## config.mk

```make
export PLATFORM = sky130hd
export DESIGN_NAME = cbr_clock_b
export DESIGN_NICKNAME = d
export VERILOG_FILES = /design/src/rtl/cbr_pkg.sv /design/src/rtl/cbr_tick_gen.sv /design/src/rtl/cbr_clock_b.sv
export SDC_FILE = /design/constraint.sdc
export NUM_CORES = 1
export LEC_CHECK = 0
export ABC_AREA = 1
export BUFFER_PORTS_ARGS = -buffer_cell sky130_fd_sc_hd__buf_2
export CAP_MARGIN = 20
export CORE_ASPECT_RATIO = 2
export CORE_MARGIN = 1.5
export CORE_UTILIZATION = 53
export CTS_BUF_LIST = sky130_fd_sc_hd__clkbuf_8
export DETAILED_ROUTE_END_ITERATION = 7
export GPL_TIMING_DRIVEN = 0
export PLACE_DENSITY = 0.74
export SYNTH_ARGS = -nofsm -noshare
export SYNTH_HDL_FRONTEND = slang
export SYNTH_HIERARCHICAL = 1
export SYNTH_SLANG_ARGS = --single-unit
```

## constraint.sdc

```tcl
create_clock -name clk_sys -period 2.2 [get_ports clk_sys]
set_input_delay 0.22 -clock clk_sys [delete_from_list [all_inputs] [get_ports clk_sys]]
set_output_delay 0.22 -clock clk_sys [all_outputs]
set_load 0.02 [all_outputs]
```

## src/rtl/cbr_pkg.sv

```systemverilog
/*
  constants for the clock b rate and preset block: register offsets,
  status bit positions, rate codes and tick divider counts.
  assumes a 100 MHz system clock.
*/
package cbr_pkg;
  localparam int          ADDR_W        = 4;
  localparam int          DATA_W        = 16;
  localparam logic [3:0]  OFS_B_STATUS  = 4'h0;
  localparam logic [3:0]  OFS_B_COUNT   = 4'h2;
  localparam logic [3:0]  OFS_A_PRESET  = 4'h4;
  localparam logic [3:0]  OFS_B_PRESET  = 4'h6;
  localparam logic [3:0]  OFS_IRQ_STAT  = 4'h8;
  localparam logic [3:0]  OFS_IRQ_MASK  = 4'ha;
  localparam int          BIT_ENABLE    = 0;
  localparam int          BIT_RATE_LO   = 1;
  localparam int          BIT_FEED      = 5;
  localparam int          BIT_OVF_IE    = 6;
  localparam int          BIT_OVF_FLAG  = 7;
  localparam int          BIT_MAINT_INT = 9;
  // flag bit 7 writable so software can clear it; bit 9 is a pulse, never stored
  localparam logic [15:0] STATUS_WMASK  = 16'h00ff;
  localparam logic [15:0] STATUS_RESET  = 16'h0000;
  localparam logic [7:0]  B_PRESET_RST  = 8'h00;
  localparam logic [15:0] A_PRESET_RST  = 16'h0000;
  localparam int          IRQ_OVF       = 0;
  localparam int          IRQ_MAINT     = 1;
  localparam int          SYS_CLK_HZ    = 100_000_000;
  localparam int          DIV_1MHZ      = SYS_CLK_HZ / 1_000_000;
  localparam int          DIV_DECADE    = 10;
  typedef enum logic [2:0] {
    CBR_RATE_NONE  = 3'h0,
    CBR_RATE_1M    = 3'h1,
    CBR_RATE_100K  = 3'h2,
    CBR_RATE_10K   = 3'h3,
    CBR_RATE_1K    = 3'h4,
    CBR_RATE_100   = 3'h5,
    CBR_RATE_TRIG3 = 3'h6,
    CBR_RATE_LINE  = 3'h7
  } cbr_rate_t;
endpackage

```

## src/rtl/cbr_tick_gen.sv

```systemverilog
/*
  crystal rate tick generator: one-cycle pulses at 1 MHz down to 100 Hz.
  assumes the 100 MHz system clock and a synchronous active-high reset.
*/
`timescale 1ns/100ps
module cbr_tick_gen
(
  input  wire logic       clk_sys,
  input  wire logic       rst,
  output logic [4:0]      tick_ff
);
  import cbr_pkg::*;

  logic [6:0]  pre_ff,  nxt_pre;
  logic [15:0] dec_ff,  nxt_dec;
  logic [4:0]  nxt_tick;
  logic        base;

  // decades kept as one packed set of four 4-bit counters
  always_comb
  begin
    nxt_pre  = pre_ff + 7'h01;
    base     = (pre_ff == 7'(DIV_1MHZ - 1));
    nxt_dec  = dec_ff;
    nxt_tick = 5'h00;
    if (base)
    begin
      nxt_pre     = 7'h00;
      nxt_tick[0] = 1'b1;
      for (int i = 0; i < 4; i++)
      begin
        if (i == 0 || nxt_tick[i])
        begin
          if (dec_ff[i*4 +: 4] == 4'(DIV_DECADE - 1))
          begin
            nxt_dec[i*4 +: 4] = 4'h0;
            nxt_tick[i+1]     = 1'b1;
          end
          else
            nxt_dec[i*4 +: 4] = dec_ff[i*4 +: 4] + 4'h1;
        end
      end
    end
  end

  always_ff @(posedge clk_sys)
  begin
    if (rst)
    begin
      pre_ff  <= 7'h00;
      dec_ff  <= 16'h0000;
      tick_ff <= 5'h00;
    end
    else
    begin
      pre_ff  <= nxt_pre;
      dec_ff  <= nxt_dec;
      tick_ff <= nxt_tick;
    end
  end
endmodule

```

## src/rtl/cbr_clock_b.sv

```systemverilog
/*
  clock b: rate select, enable, 8-bit up counter with preset reload,
  overflow flag and interrupt, plus the clock a preset/buffer word.
  assumes synchronous single-cycle trigger and line pulses on clk_sys.
*/
// Behaviour
// - the 3-bit rate field picks none, 1 MHz..100 Hz, the third trigger input or line frequency.
// - status bit 0 lets counter b advance on the selected tick, otherwise it holds.
// - the clock a preset/buffer register is a full 16-bit word.
// - the clock a preset/buffer word is readable and writable while clock a runs.
// - the clock b preset register is 8 bits in the low byte of its word.
// - status bit 7 sets on every counter b overflow.
// - with status bit 6 set each overflow requests an interrupt.
// - with feed bit 5 set and clock a rate zero, b overflows clock counter a.
// - writing maintenance bit 9 raises a clock b interrupt for test.
`timescale 1ns/100ps
module cbr_clock_b
(
  input  wire logic                    clk_sys,
  input  wire logic                    rst,
  input  wire logic [cbr_pkg::ADDR_W-1:0] addr,
  input  wire logic [cbr_pkg::DATA_W-1:0] wdata,
  input  wire logic                    wr_stb,
  input  wire logic                    rd_stb,
  output logic [cbr_pkg::DATA_W-1:0]   rdata_ff,
  input  wire logic                    external_trigger_three,
  input  wire logic                    line_tick,
  input  wire logic                    clock_a_rate_zero,
  output logic                         feed_a_tick_ff,
  output logic                         b_overflow_ff,
  output logic                         irq_ff
);
  import cbr_pkg::*;

  logic [15:0] status_ff, nxt_status;
  logic [7:0]  count_ff,  nxt_count;
  logic [7:0]  bpre_ff,   nxt_bpre;
  logic [15:0] apre_ff,   nxt_apre;
  logic [1:0]  istat_ff,  nxt_istat;
  logic [1:0]  imask_ff,  nxt_imask;
  logic [15:0] nxt_rdata;
  logic        nxt_ovf, nxt_feed, nxt_irq, sel_tick;
  logic [4:0]  xtal_tick;
  cbr_rate_t   rate;

  cbr_tick_gen u_tick
  (
    .clk_sys (clk_sys),
    .rst     (rst),
    .tick_ff (xtal_tick)
  );

  function automatic logic pick_tick(input cbr_rate_t r, input logic [4:0] x,
                                     input logic t3, input logic ln);
    case (r)
      CBR_RATE_NONE:  pick_tick = 1'b0;
      CBR_RATE_1M:    pick_tick = x[0];
      CBR_RATE_100K:  pick_tick = x[1];
      CBR_RATE_10K:   pick_tick = x[2];
      CBR_RATE_1K:    pick_tick = x[3];
      CBR_RATE_100:   pick_tick = x[4];
      CBR_RATE_TRIG3: pick_tick = t3;
      CBR_RATE_LINE:  pick_tick = ln;
      default:        pick_tick = 1'b0;
    endcase
  endfunction

  function automatic logic hit(input logic [3:0] a, input logic [3:0] o, input logic s);
    hit = s && (a == o);
  endfunction

  // tick selection and counter b
  always_comb
  begin
    rate      = cbr_rate_t'(status_ff[BIT_RATE_LO +: 3]);
    sel_tick  = pick_tick(rate, xtal_tick, external_trigger_three, line_tick);
    nxt_count = count_ff;
    nxt_ovf   = 1'b0;
    if (status_ff[BIT_ENABLE] && sel_tick)
    begin
      if (count_ff == 8'hff)
      begin
        nxt_count = bpre_ff;
        nxt_ovf   = 1'b1;
      end
      else
      begin
        nxt_count = count_ff + 8'h01;
      end
    end
    nxt_feed = nxt_ovf && status_ff[BIT_FEED] && clock_a_rate_zero;
  end

  always_ff @(posedge clk_sys)
  begin
    if (rst)
    begin
      count_ff       <= 8'h00;
      b_overflow_ff  <= 1'b0;
      feed_a_tick_ff <= 1'b0;
    end
    else
    begin
      count_ff       <= nxt_count;
      b_overflow_ff  <= nxt_ovf;
      feed_a_tick_ff <= nxt_feed;
    end
  end

  // software registers
  always_comb
  begin
    nxt_status = status_ff;
    nxt_bpre   = bpre_ff;
    nxt_apre   = apre_ff;
    if (hit(addr, OFS_B_STATUS, wr_stb))
    begin
      nxt_status = (wdata & STATUS_WMASK) | (status_ff & ~STATUS_WMASK);
    end
    if (hit(addr, OFS_A_PRESET, wr_stb))
    begin
      nxt_apre = wdata;
    end
    // no guard against running writes; software keeps b stopped
    if (hit(addr, OFS_B_PRESET, wr_stb))
    begin
      nxt_bpre = wdata[7:0];
    end
    // set wins over a same-cycle clear
    if (nxt_ovf)
    begin
      nxt_status[BIT_OVF_FLAG] = 1'b1;
    end
  end

  always_ff @(posedge clk_sys)
  begin
    if (rst)
    begin
      status_ff <= STATUS_RESET;
      bpre_ff   <= B_PRESET_RST;
      apre_ff   <= A_PRESET_RST;
    end
    else
    begin
      status_ff <= nxt_status;
      bpre_ff   <= nxt_bpre;
      apre_ff   <= nxt_apre;
    end
  end

  // sticky interrupt bits, mask and level request
  always_comb
  begin
    nxt_istat = istat_ff;
    nxt_imask = imask_ff;
    if (hit(addr, OFS_IRQ_MASK, wr_stb))
    begin
      nxt_imask = wdata[1:0];
    end
    if (hit(addr, OFS_IRQ_STAT, wr_stb))
    begin
      nxt_istat = istat_ff & ~wdata[1:0];
    end
    // events land after the clear so a same-cycle set wins
    if (nxt_ovf && status_ff[BIT_OVF_IE])
    begin
      nxt_istat[IRQ_OVF] = 1'b1;
    end
    if (hit(addr, OFS_B_STATUS, wr_stb) && wdata[BIT_MAINT_INT])
    begin
      nxt_istat[IRQ_MAINT] = 1'b1;
    end
    nxt_irq = |(nxt_istat & nxt_imask);
  end

  always_ff @(posedge clk_sys)
  begin
    if (rst)
    begin
      istat_ff <= 2'h0;
      imask_ff <= 2'h0;
      irq_ff   <= 1'b0;
    end
    else
    begin
      istat_ff <= nxt_istat;
      imask_ff <= nxt_imask;
      irq_ff   <= nxt_irq;
    end
  end

  // read data stand one cycle only, zero otherwise
  always_comb
  begin
    nxt_rdata = 16'h0000;
    if (rd_stb)
    begin
      case (addr)
        OFS_B_STATUS: nxt_rdata = status_ff;
        OFS_B_COUNT:  nxt_rdata = {8'h00, count_ff};
        OFS_A_PRESET: nxt_rdata = apre_ff;
        OFS_B_PRESET: nxt_rdata = {8'h00, bpre_ff};
        OFS_IRQ_STAT: nxt_rdata = {14'h0, istat_ff};
        OFS_IRQ_MASK: nxt_rdata = {14'h0, imask_ff};
        default:      nxt_rdata = 16'h0000;
      endcase
    end
  end

  always_ff @(posedge clk_sys)
  begin
    if (rst)
    begin
      rdata_ff <= 16'h0000;
    end
    else
    begin
      rdata_ff <= nxt_rdata;
    end
  end
endmodule

```

; After elaboration in Yosys (flattened, before gate mapping)
; Index checks and enable logic that the tools add are counted.
; Widths: inputs -> output; s select.
[classes]
mux = 25
n_reduce_logical = 21
n_addsub = 6
bitwise = 7
n_eq_ne = 18
[ops]
columns = cell, n
row1 = $pmux 16 s6, 1
row2 = $eq 4x4->1 const B, 6
row3 = $add 4x1->4 const B, 4
row4 = $mux 4, 4
row5 = $mux 8, 2
row6 = $or 8x16->16, 1
row7 = $mux 1, 15
row8 = $eq 3x3->1 const B, 4
row9 = $logic_and 1x1->1, 10
row10 = $add 8x1->8 const B, 1
row11 = $eq 4x3->1 const B, 2
row12 = $eq 8x8->1 const B, 1
row13 = $pmux 1 s8, 1
row14 = $reduce_or 2->1, 4
row15 = $add 7x1->7 const B, 1
row16 = $eq 7x7->1 const B, 1
row17 = $eq 3x2->1 const B, 2
row18 = $reduce_and 2->1, 3
row19 = $and 2x2->2, 2
row20 = $eq 4x2->1 const B, 1
row21 = $logic_not 4->1, 1
row22 = $mux 2, 2
row23 = $eq 3x1->1 const B, 1
row24 = $logic_not 3->1, 1
row25 = 4 further kinds, 6
[word_totals]
register_bits = 99
wordCells = 96
output_inout_bits = 19

; Longest topological paths before layout
[depth]
depth_word = 9
depth_mapped = 10
mapped_depth_nobuf = 10

; Modules after synthesis
; Netlist, hierarchy kept.
[modules_own_cells]
columns = mod, area_each_um2, cells_each, seq_area_each_um2, instances
row1 = cbr_clock_b, 2648.8, 357, 1261.2, 1
row2 = cbr_tick_gen, 1287.5, 182, 560.5, 1

; Worst setup path after synthesis
; Ideal clock, no wire load.
[synth_path]
path_kind = flip-flop to flip-flop
startpoint = reg count_ff[0]
endpoint = reg irq_ff
setup_ns = 0.058
path_buffers = 0
path_stages_with_launch = 10
t_arrival_ns = 1.265
setup_slack_ns = 0.877
synth_period_minus_slack_ns = 1.323
cell_sequence = dfxtp_1 -> ha_1 -> nand2_1 -> nor2_1 -> nand2_2 -> inv_2 -> nand4_1 -> nand2_1 -> nand2_1 -> nand2_1
[synth_between]
elab_chain_cells = 7
[synth_rtl]
columns = element, line_no
row1 = from (decl), cbr_clock_b.sv:36  ; logic [7:0] count_ff, nxt_count;
row2 = from (signal assigned), cbr_clock_b.sv:104  ; count_ff <= nxt_count;
row3 = $eq 8x8->1, cbr_clock_b.sv:81  ; if (count_ff == 8'hff)
row4 = $mux 1, cbr_clock_b.sv:81
row5 = $mux 1, cbr_clock_b.sv:79  ; if (status_ff[BIT_ENABLE] && sel_tick)
row6 = $logic_and 1x1->1, cbr_clock_b.sv:166  ; if (nxt_ovf && status_ff[BIT_OVF_IE])
row7 = $mux 1, cbr_clock_b.sv:166
row8 = $and 2x2->2, cbr_clock_b.sv:174  ; nxt_irq = |(nxt_istat & nxt_imask);
row9 = $reduce_or 2->1, cbr_clock_b.sv:174
row10 = to (signal assigned), cbr_clock_b.sv:189  ; irq_ff <= nxt_irq;
row11 = to (decl), cbr_clock_b.sv:31  ; output logic irq_ff
; Every way passes these cells.
; A chain may end at the register's enable or synchronous reset.

; Worst setup path in the final report
; Ends and elaborated chain as after synthesis.

==> Implementation_results.wiki <==
{| class="wikitable"
! Metric !! Value
|-
| Result of the run || finished, final reports clean
|-
| Ratio of cells with drive above 1 in the final layout || ~17%
|-
| GRT busiest layer || met2
|-
| Slew headroom || about two thirds
|-
| Number of clock sinks || slightly above 90
|-
| Time the final worst path needs with I/O delays and setup || ~1.6 ns
|-
| Setup TNS || 0 ns
|-
| Synthesized flop and latch total || ~90
|-
| Reg2reg setup slack || a little under 0.6 ns
|-
| Setup WS post-layout || between 0.5 and 0.6 ns
|-
| Crit Reg-Reg Startpoint || count_ff[0]$_SDFFE_PP0N_
|-
| Total of hold buffers inserted after clock tree synthesis || 0
|-
| Hold path depth || 2
|-
| Worst Tran Pin Value || 0.5071 ns
|-
| Routing usage on met1 || between 20% and 30%
|-
| Area of the placeable core || slightly above 7000 um2
|-
| Hold Crit Class || in -> reg
|-
| Cell repeated most along the worst path || sky130_fd_sc_hd__nand2_1
|-
| Startpoint kind of the worst setup timing path || flop
|-
| Overall routing resource usage || about a quarter
|-
| Required @ worst endpoint || 2.50 ns
|-
| Antenna violations before repair || 0
|-
| Final hold violation count || 0
|-
| Cell family with most CP delay || simple AND/OR/NAND/NOR gates
|-
| Critical path's largest stage delay || approximately 0.43 ns
|-
| Avg WL per Cell || 13.26 um
|-
| Total CTS buffers || 9
|-
| Synth-to-Final Area Change || 12.75%
|-
| Cells along the critical path || ha_1 -> nand2_1 -> nor2_1 -> nand2_2 -> inv_2 -> nand4_1 -> nand2_1 -> nand2_1 -> nand2_1
|-
| Max Clock Skew || 0.008116 ns
|-
| Largest net degree at the start of global routing || 14
|-
| Post-synthesis average cell area || between 7 and 8 um2
|-
| Die X-Extent || between 60 and 70 um
|-
| Number of cell instances on the worst register-to-register path || 9
|-
| Category of the worst setup path capture point || flop
|-
| Maximum operating frequency || a little over 600 MHz
|-
| Max Cap Viol || 0
|-
| Wire length after detailed routing || between 9000 and 10000 um
|-
| R2R Path End || irq_ff$_SDFF_PP0_
|-
| Worst setup slack before clock tree synthesis || approximately 0.51 ns
|-
| Mapped Area || 3936 um2
|-
| Chip Height || ~120 um
|-
| Final GP Congestion || between 0.9 and 1
|-
| Global-route wire length before repair || 15420 um
|-
| Worst voltage drop across the vdd grid || between 500 and 600 uV
|-
| Unrepaired setup endpoints after global routing || no
|-
| Number of top-level pins || 46
|-
| Final-report setup violation count || 0
|-
| Number of max-slew violations in the final report || 0
|-
| Placed wire-length estimate after detailed placement || between 7000 and 8000 um
|-
| P_leak || 1.709 nW
|-
| Effective utilization at floorplan || about 55%
|-
| Critical path type || reg -> reg
|-
| Setup Buffers After CTS || 0
|-
| Floorplan die area || approximately 8000 um2
|-
| PD cells || 626.5 nW/um2
|-
| Worst path arrival time || between 1.5 and 2 ns
|-
| Detailed router's first-iteration violation count || approximately 180
|-
| Max H-tree Level || 3
|-
| Destination of the worst hold path || u_tick/tick_ff[4]$_SDFF_PP0_
|-
| Highest net fanout along the worst path || 10
|-
| Net count reported at finish || about 620
|-
| ANT cells || 0
|-
| Buffers and inverters on the worst path || 1
|-
| Detailed-route DRC error count || 0
|-
| Ratio of routed vias to standard cells || 5.179
|-
| Post-cts sizing count || 0
|-
| Count of antenna-violating nets left after detailed routing || 0
|-
| Clock transition time at the flip-flop clock pins of the worst setup and hold paths || approximately 0.08 ns
|-
| Clock tree from TritonCTS || yes
|-
| Number of global-route vias before repair || approximately 3600
|-
| Post-synthesis instance total || 539
|-
| Global-route met2 utilization || between 40% and 50%
|-
| Initial DRT Pass Iterations || 5
|-
| Yosys warns || 6
|-
| Slowest library cell on the worst path || sky130_fd_sc_hd__dfxtp_1
|-
| Post-synthesis sequential area ratio || 46.28%
|-
| CTS Root Buffer Type || sky130_fd_sc_hd__clkbuf_8
|-
| Post-Synthesis Net Count || between 500 and 600
|-
| Via count || between 3000 and 4000
|-
| Buffers on Ports || 45
|-
| Clock insertion delay at the later pin of the skew report || 0.36 ns
|-
| Source of the worst hold timing path || rst
|-
| Met3 usage in global routing || under 10%
|-
| Total global routing overflow || 0
|-
| Unique cell type count in the Yosys netlist || 33
|-
| Final period util || about three quarters
|-
| Maximum number of buffers from clock root to sink || 2
|-
| Number of cell rows || 44
|-
| Share of the core filled with cells in the final layout || around 60%
|-
| Start point of the critical path || count_ff[0]$_SDFFE_PP0N_
|}
cell usage after synthesis:
library cell | number | share of area (%)
sky130_fd_sc_hd__a31oi_1 | 2 | 0.32
sky130_fd_sc_hd__nor2_4 | 5 | 1.4
sky130_fd_sc_hd__xor2_1 | 5 | 1.1
sky130_fd_sc_hd__inv_2 | 11 | 1.0
sky130_fd_sc_hd__buf_1 | 1 | 0.095
sky130_fd_sc_hd__nor2_2 | 7 | 1.1
sky130_fd_sc_hd__clkinv_4 | 1 | 0.22
sky130_fd_sc_hd__nor3_4 | 1 | 0.41
sky130_fd_sc_hd__nor3b_1 | 3 | 0.57
sky130_fd_sc_hd__nand4_1 | 5 | 0.79
sky130_fd_sc_hd__o21ai_1 | 9 | 1.1
sky130_fd_sc_hd__nand3_1 | 26 | 3.3
sky130_fd_sc_hd__a22oi_1 | 1 | 0.19
sky130_fd_sc_hd__nor2_1 | 51 | 4.9
sky130_fd_sc_hd__nand2_2 | 4 | 0.64
sky130_fd_sc_hd__ha_1 | 2 | 0.64
sky130_fd_sc_hd__nor4_2 | 1 | 0.32
sky130_fd_sc_hd__clkbuf_1 | 5 | 0.48
sky130_fd_sc_hd__inv_1 | 69 | 6.6
sky130_fd_sc_hd__a21oi_1 | 54 | 6.9
sky130_fd_sc_hd__clkinv_1 | 1 | 0.095
sky130_fd_sc_hd__o21ai_0 | 42 | 5.3
sky130_fd_sc_hd__buf_4 | 1 | 0.19
sky130_fd_sc_hd__nor3_1 | 11 | 1.4
sky130_fd_sc_hd__a21oi_2 | 1 | 0.22
sky130_fd_sc_hd__dfxtp_1 | 91 | 46
sky130_fd_sc_hd__buf_2 | 7 | 0.89
sky130_fd_sc_hd__nand3_2 | 2 | 0.51
sky130_fd_sc_hd__nand2_4 | 1 | 0.29
sky130_fd_sc_hd__nand3b_1 | 1 | 0.19
sky130_fd_sc_hd__o211ai_1 | 2 | 0.38
sky130_fd_sc_hd__o22ai_1 | 16 | 2.5
sky130_fd_sc_hd__nand2_1 | 100 | 9.5
worst reg2reg max path, stage by stage (launching register included):
cell and delay [ns]:
sky130_fd_sc_hd__dfxtp_1 0.43, sky130_fd_sc_hd__ha_1 0.22, sky130_fd_sc_hd__nand2_1 0.11, sky130_fd_sc_hd__nor2_1 0.14, sky130_fd_sc_hd__nand2_2 0.16, sky130_fd_sc_hd__inv_2 0.16, sky130_fd_sc_hd__nand4_1 0.14, sky130_fd_sc_hd__nand2_1 0.09
sky130_fd_sc_hd__nand2_1 0.05, sky130_fd_sc_hd__nand2_1 0.06
metrics by stage:
stage	std cells	hold WS [ns]	total power, mW	area, um2
finish	691	0.07266	2.781	4438
global route	691	0.06796	2.894	4438
CTS	691	0.05316	2.813	4438
detailed placement	676	0.4404	1.860	4277
global placement	676	0.4318	1.856	4277
floorplan	539	0.2910	1.795	3936
final cells by class:
class	instances	area, um2
clock inverters	5	23.77
clock buffers	10	137.6
well taps	92	115.1
repair buffers	45	225.2
flip-flops and latches	91	1822
inverters	82	312.8
plain buffers	14	65.06
multi-input cells	352	1737
fillers	692	2774
registers in the layout, indices dropped and copies added (netlist names), 5 cells and up:
| name | cells |
|---|---|
| apre_ff | 16 |
| rdata_ff | 16 |
| u_tick/dec_ff | 16 |
| bpre_ff | 8 |
| count_ff | 8 |
| status_ff | 8 |
| u_tick/pre_ff | 7 |
| u_tick/tick_ff | 5 |
power by group:
part	internal, mW	total, mW	switching (mW)
combinational	0.0482	0.149	0.100
clock	0.421	0.959	0.538
sequential	1.66	1.67	0.00858
layer usage:
| metal | up-vias | wire length (um) |
|---|---|---|
| li1 | 1854 | - |
| met5 | - | 0 |
| met3 | 14 | 265 |
| met1 | 1647 | 3277 |
| met4 | 0 | 144 |
| met2 | 64 | 5473 |
worst max path at each step:
stage / cells after the start / end
after floorplan: 9 / irq_ff$_SDFF_PP0_
after global placement: 7 / bpre_ff[0]$_SDFFE_PP0P_
after detailed placement: 7 / apre_ff[14]$_SDFFE_PP0P_
after CTS: 9 / irq_ff$_SDFF_PP0_
after global routing: 9 / irq_ff$_SDFF_PP0_
final: 9 / irq_ff$_SDFF_PP0_
layout by cell type, fill, tap and decap left out, types with 2 or more instances in the layout:
master	count
sky130_fd_sc_hd__a21oi_1	54
sky130_fd_sc_hd__a31oi_1	2
sky130_fd_sc_hd__buf_2	52
sky130_fd_sc_hd__clkbuf_1	5
sky130_fd_sc_hd__clkbuf_8	10
sky130_fd_sc_hd__dfxtp_1	91
sky130_fd_sc_hd__ha_1	2
sky130_fd_sc_hd__inv_1	72
sky130_fd_sc_hd__inv_2	11
sky130_fd_sc_hd__nand2_1	100
sky130_fd_sc_hd__nand2_2	4
sky130_fd_sc_hd__nand3_1	26
sky130_fd_sc_hd__nand3_2	2
sky130_fd_sc_hd__nand4_1	5
sky130_fd_sc_hd__nor2_1	51
sky130_fd_sc_hd__nor2_2	7
sky130_fd_sc_hd__nor2_4	5
sky130_fd_sc_hd__nor3_1	11
sky130_fd_sc_hd__nor3b_1	3
sky130_fd_sc_hd__o211ai_1	2
sky130_fd_sc_hd__o21ai_0	42
sky130_fd_sc_hd__o21ai_1	9
sky130_fd_sc_hd__o22ai_1	16
sky130_fd_sc_hd__xor2_1	5
cells by family (layout without fill, tap and decap cells):
logic type,count (synthesis),count (layout),share of synthesized area [%]
AND/OR/NAND/NOR,218,218,25.37
AO/OA/AOI/OAI,127,127,17.01
buffers and inverters,96,156,9.599
flip-flops,91,91,46.28
XOR/XNOR,5,5,1.112
adder cells (fa/ha/maj),2,2,0.6356
Note: power is estimated with default switching activity, not from simulation.
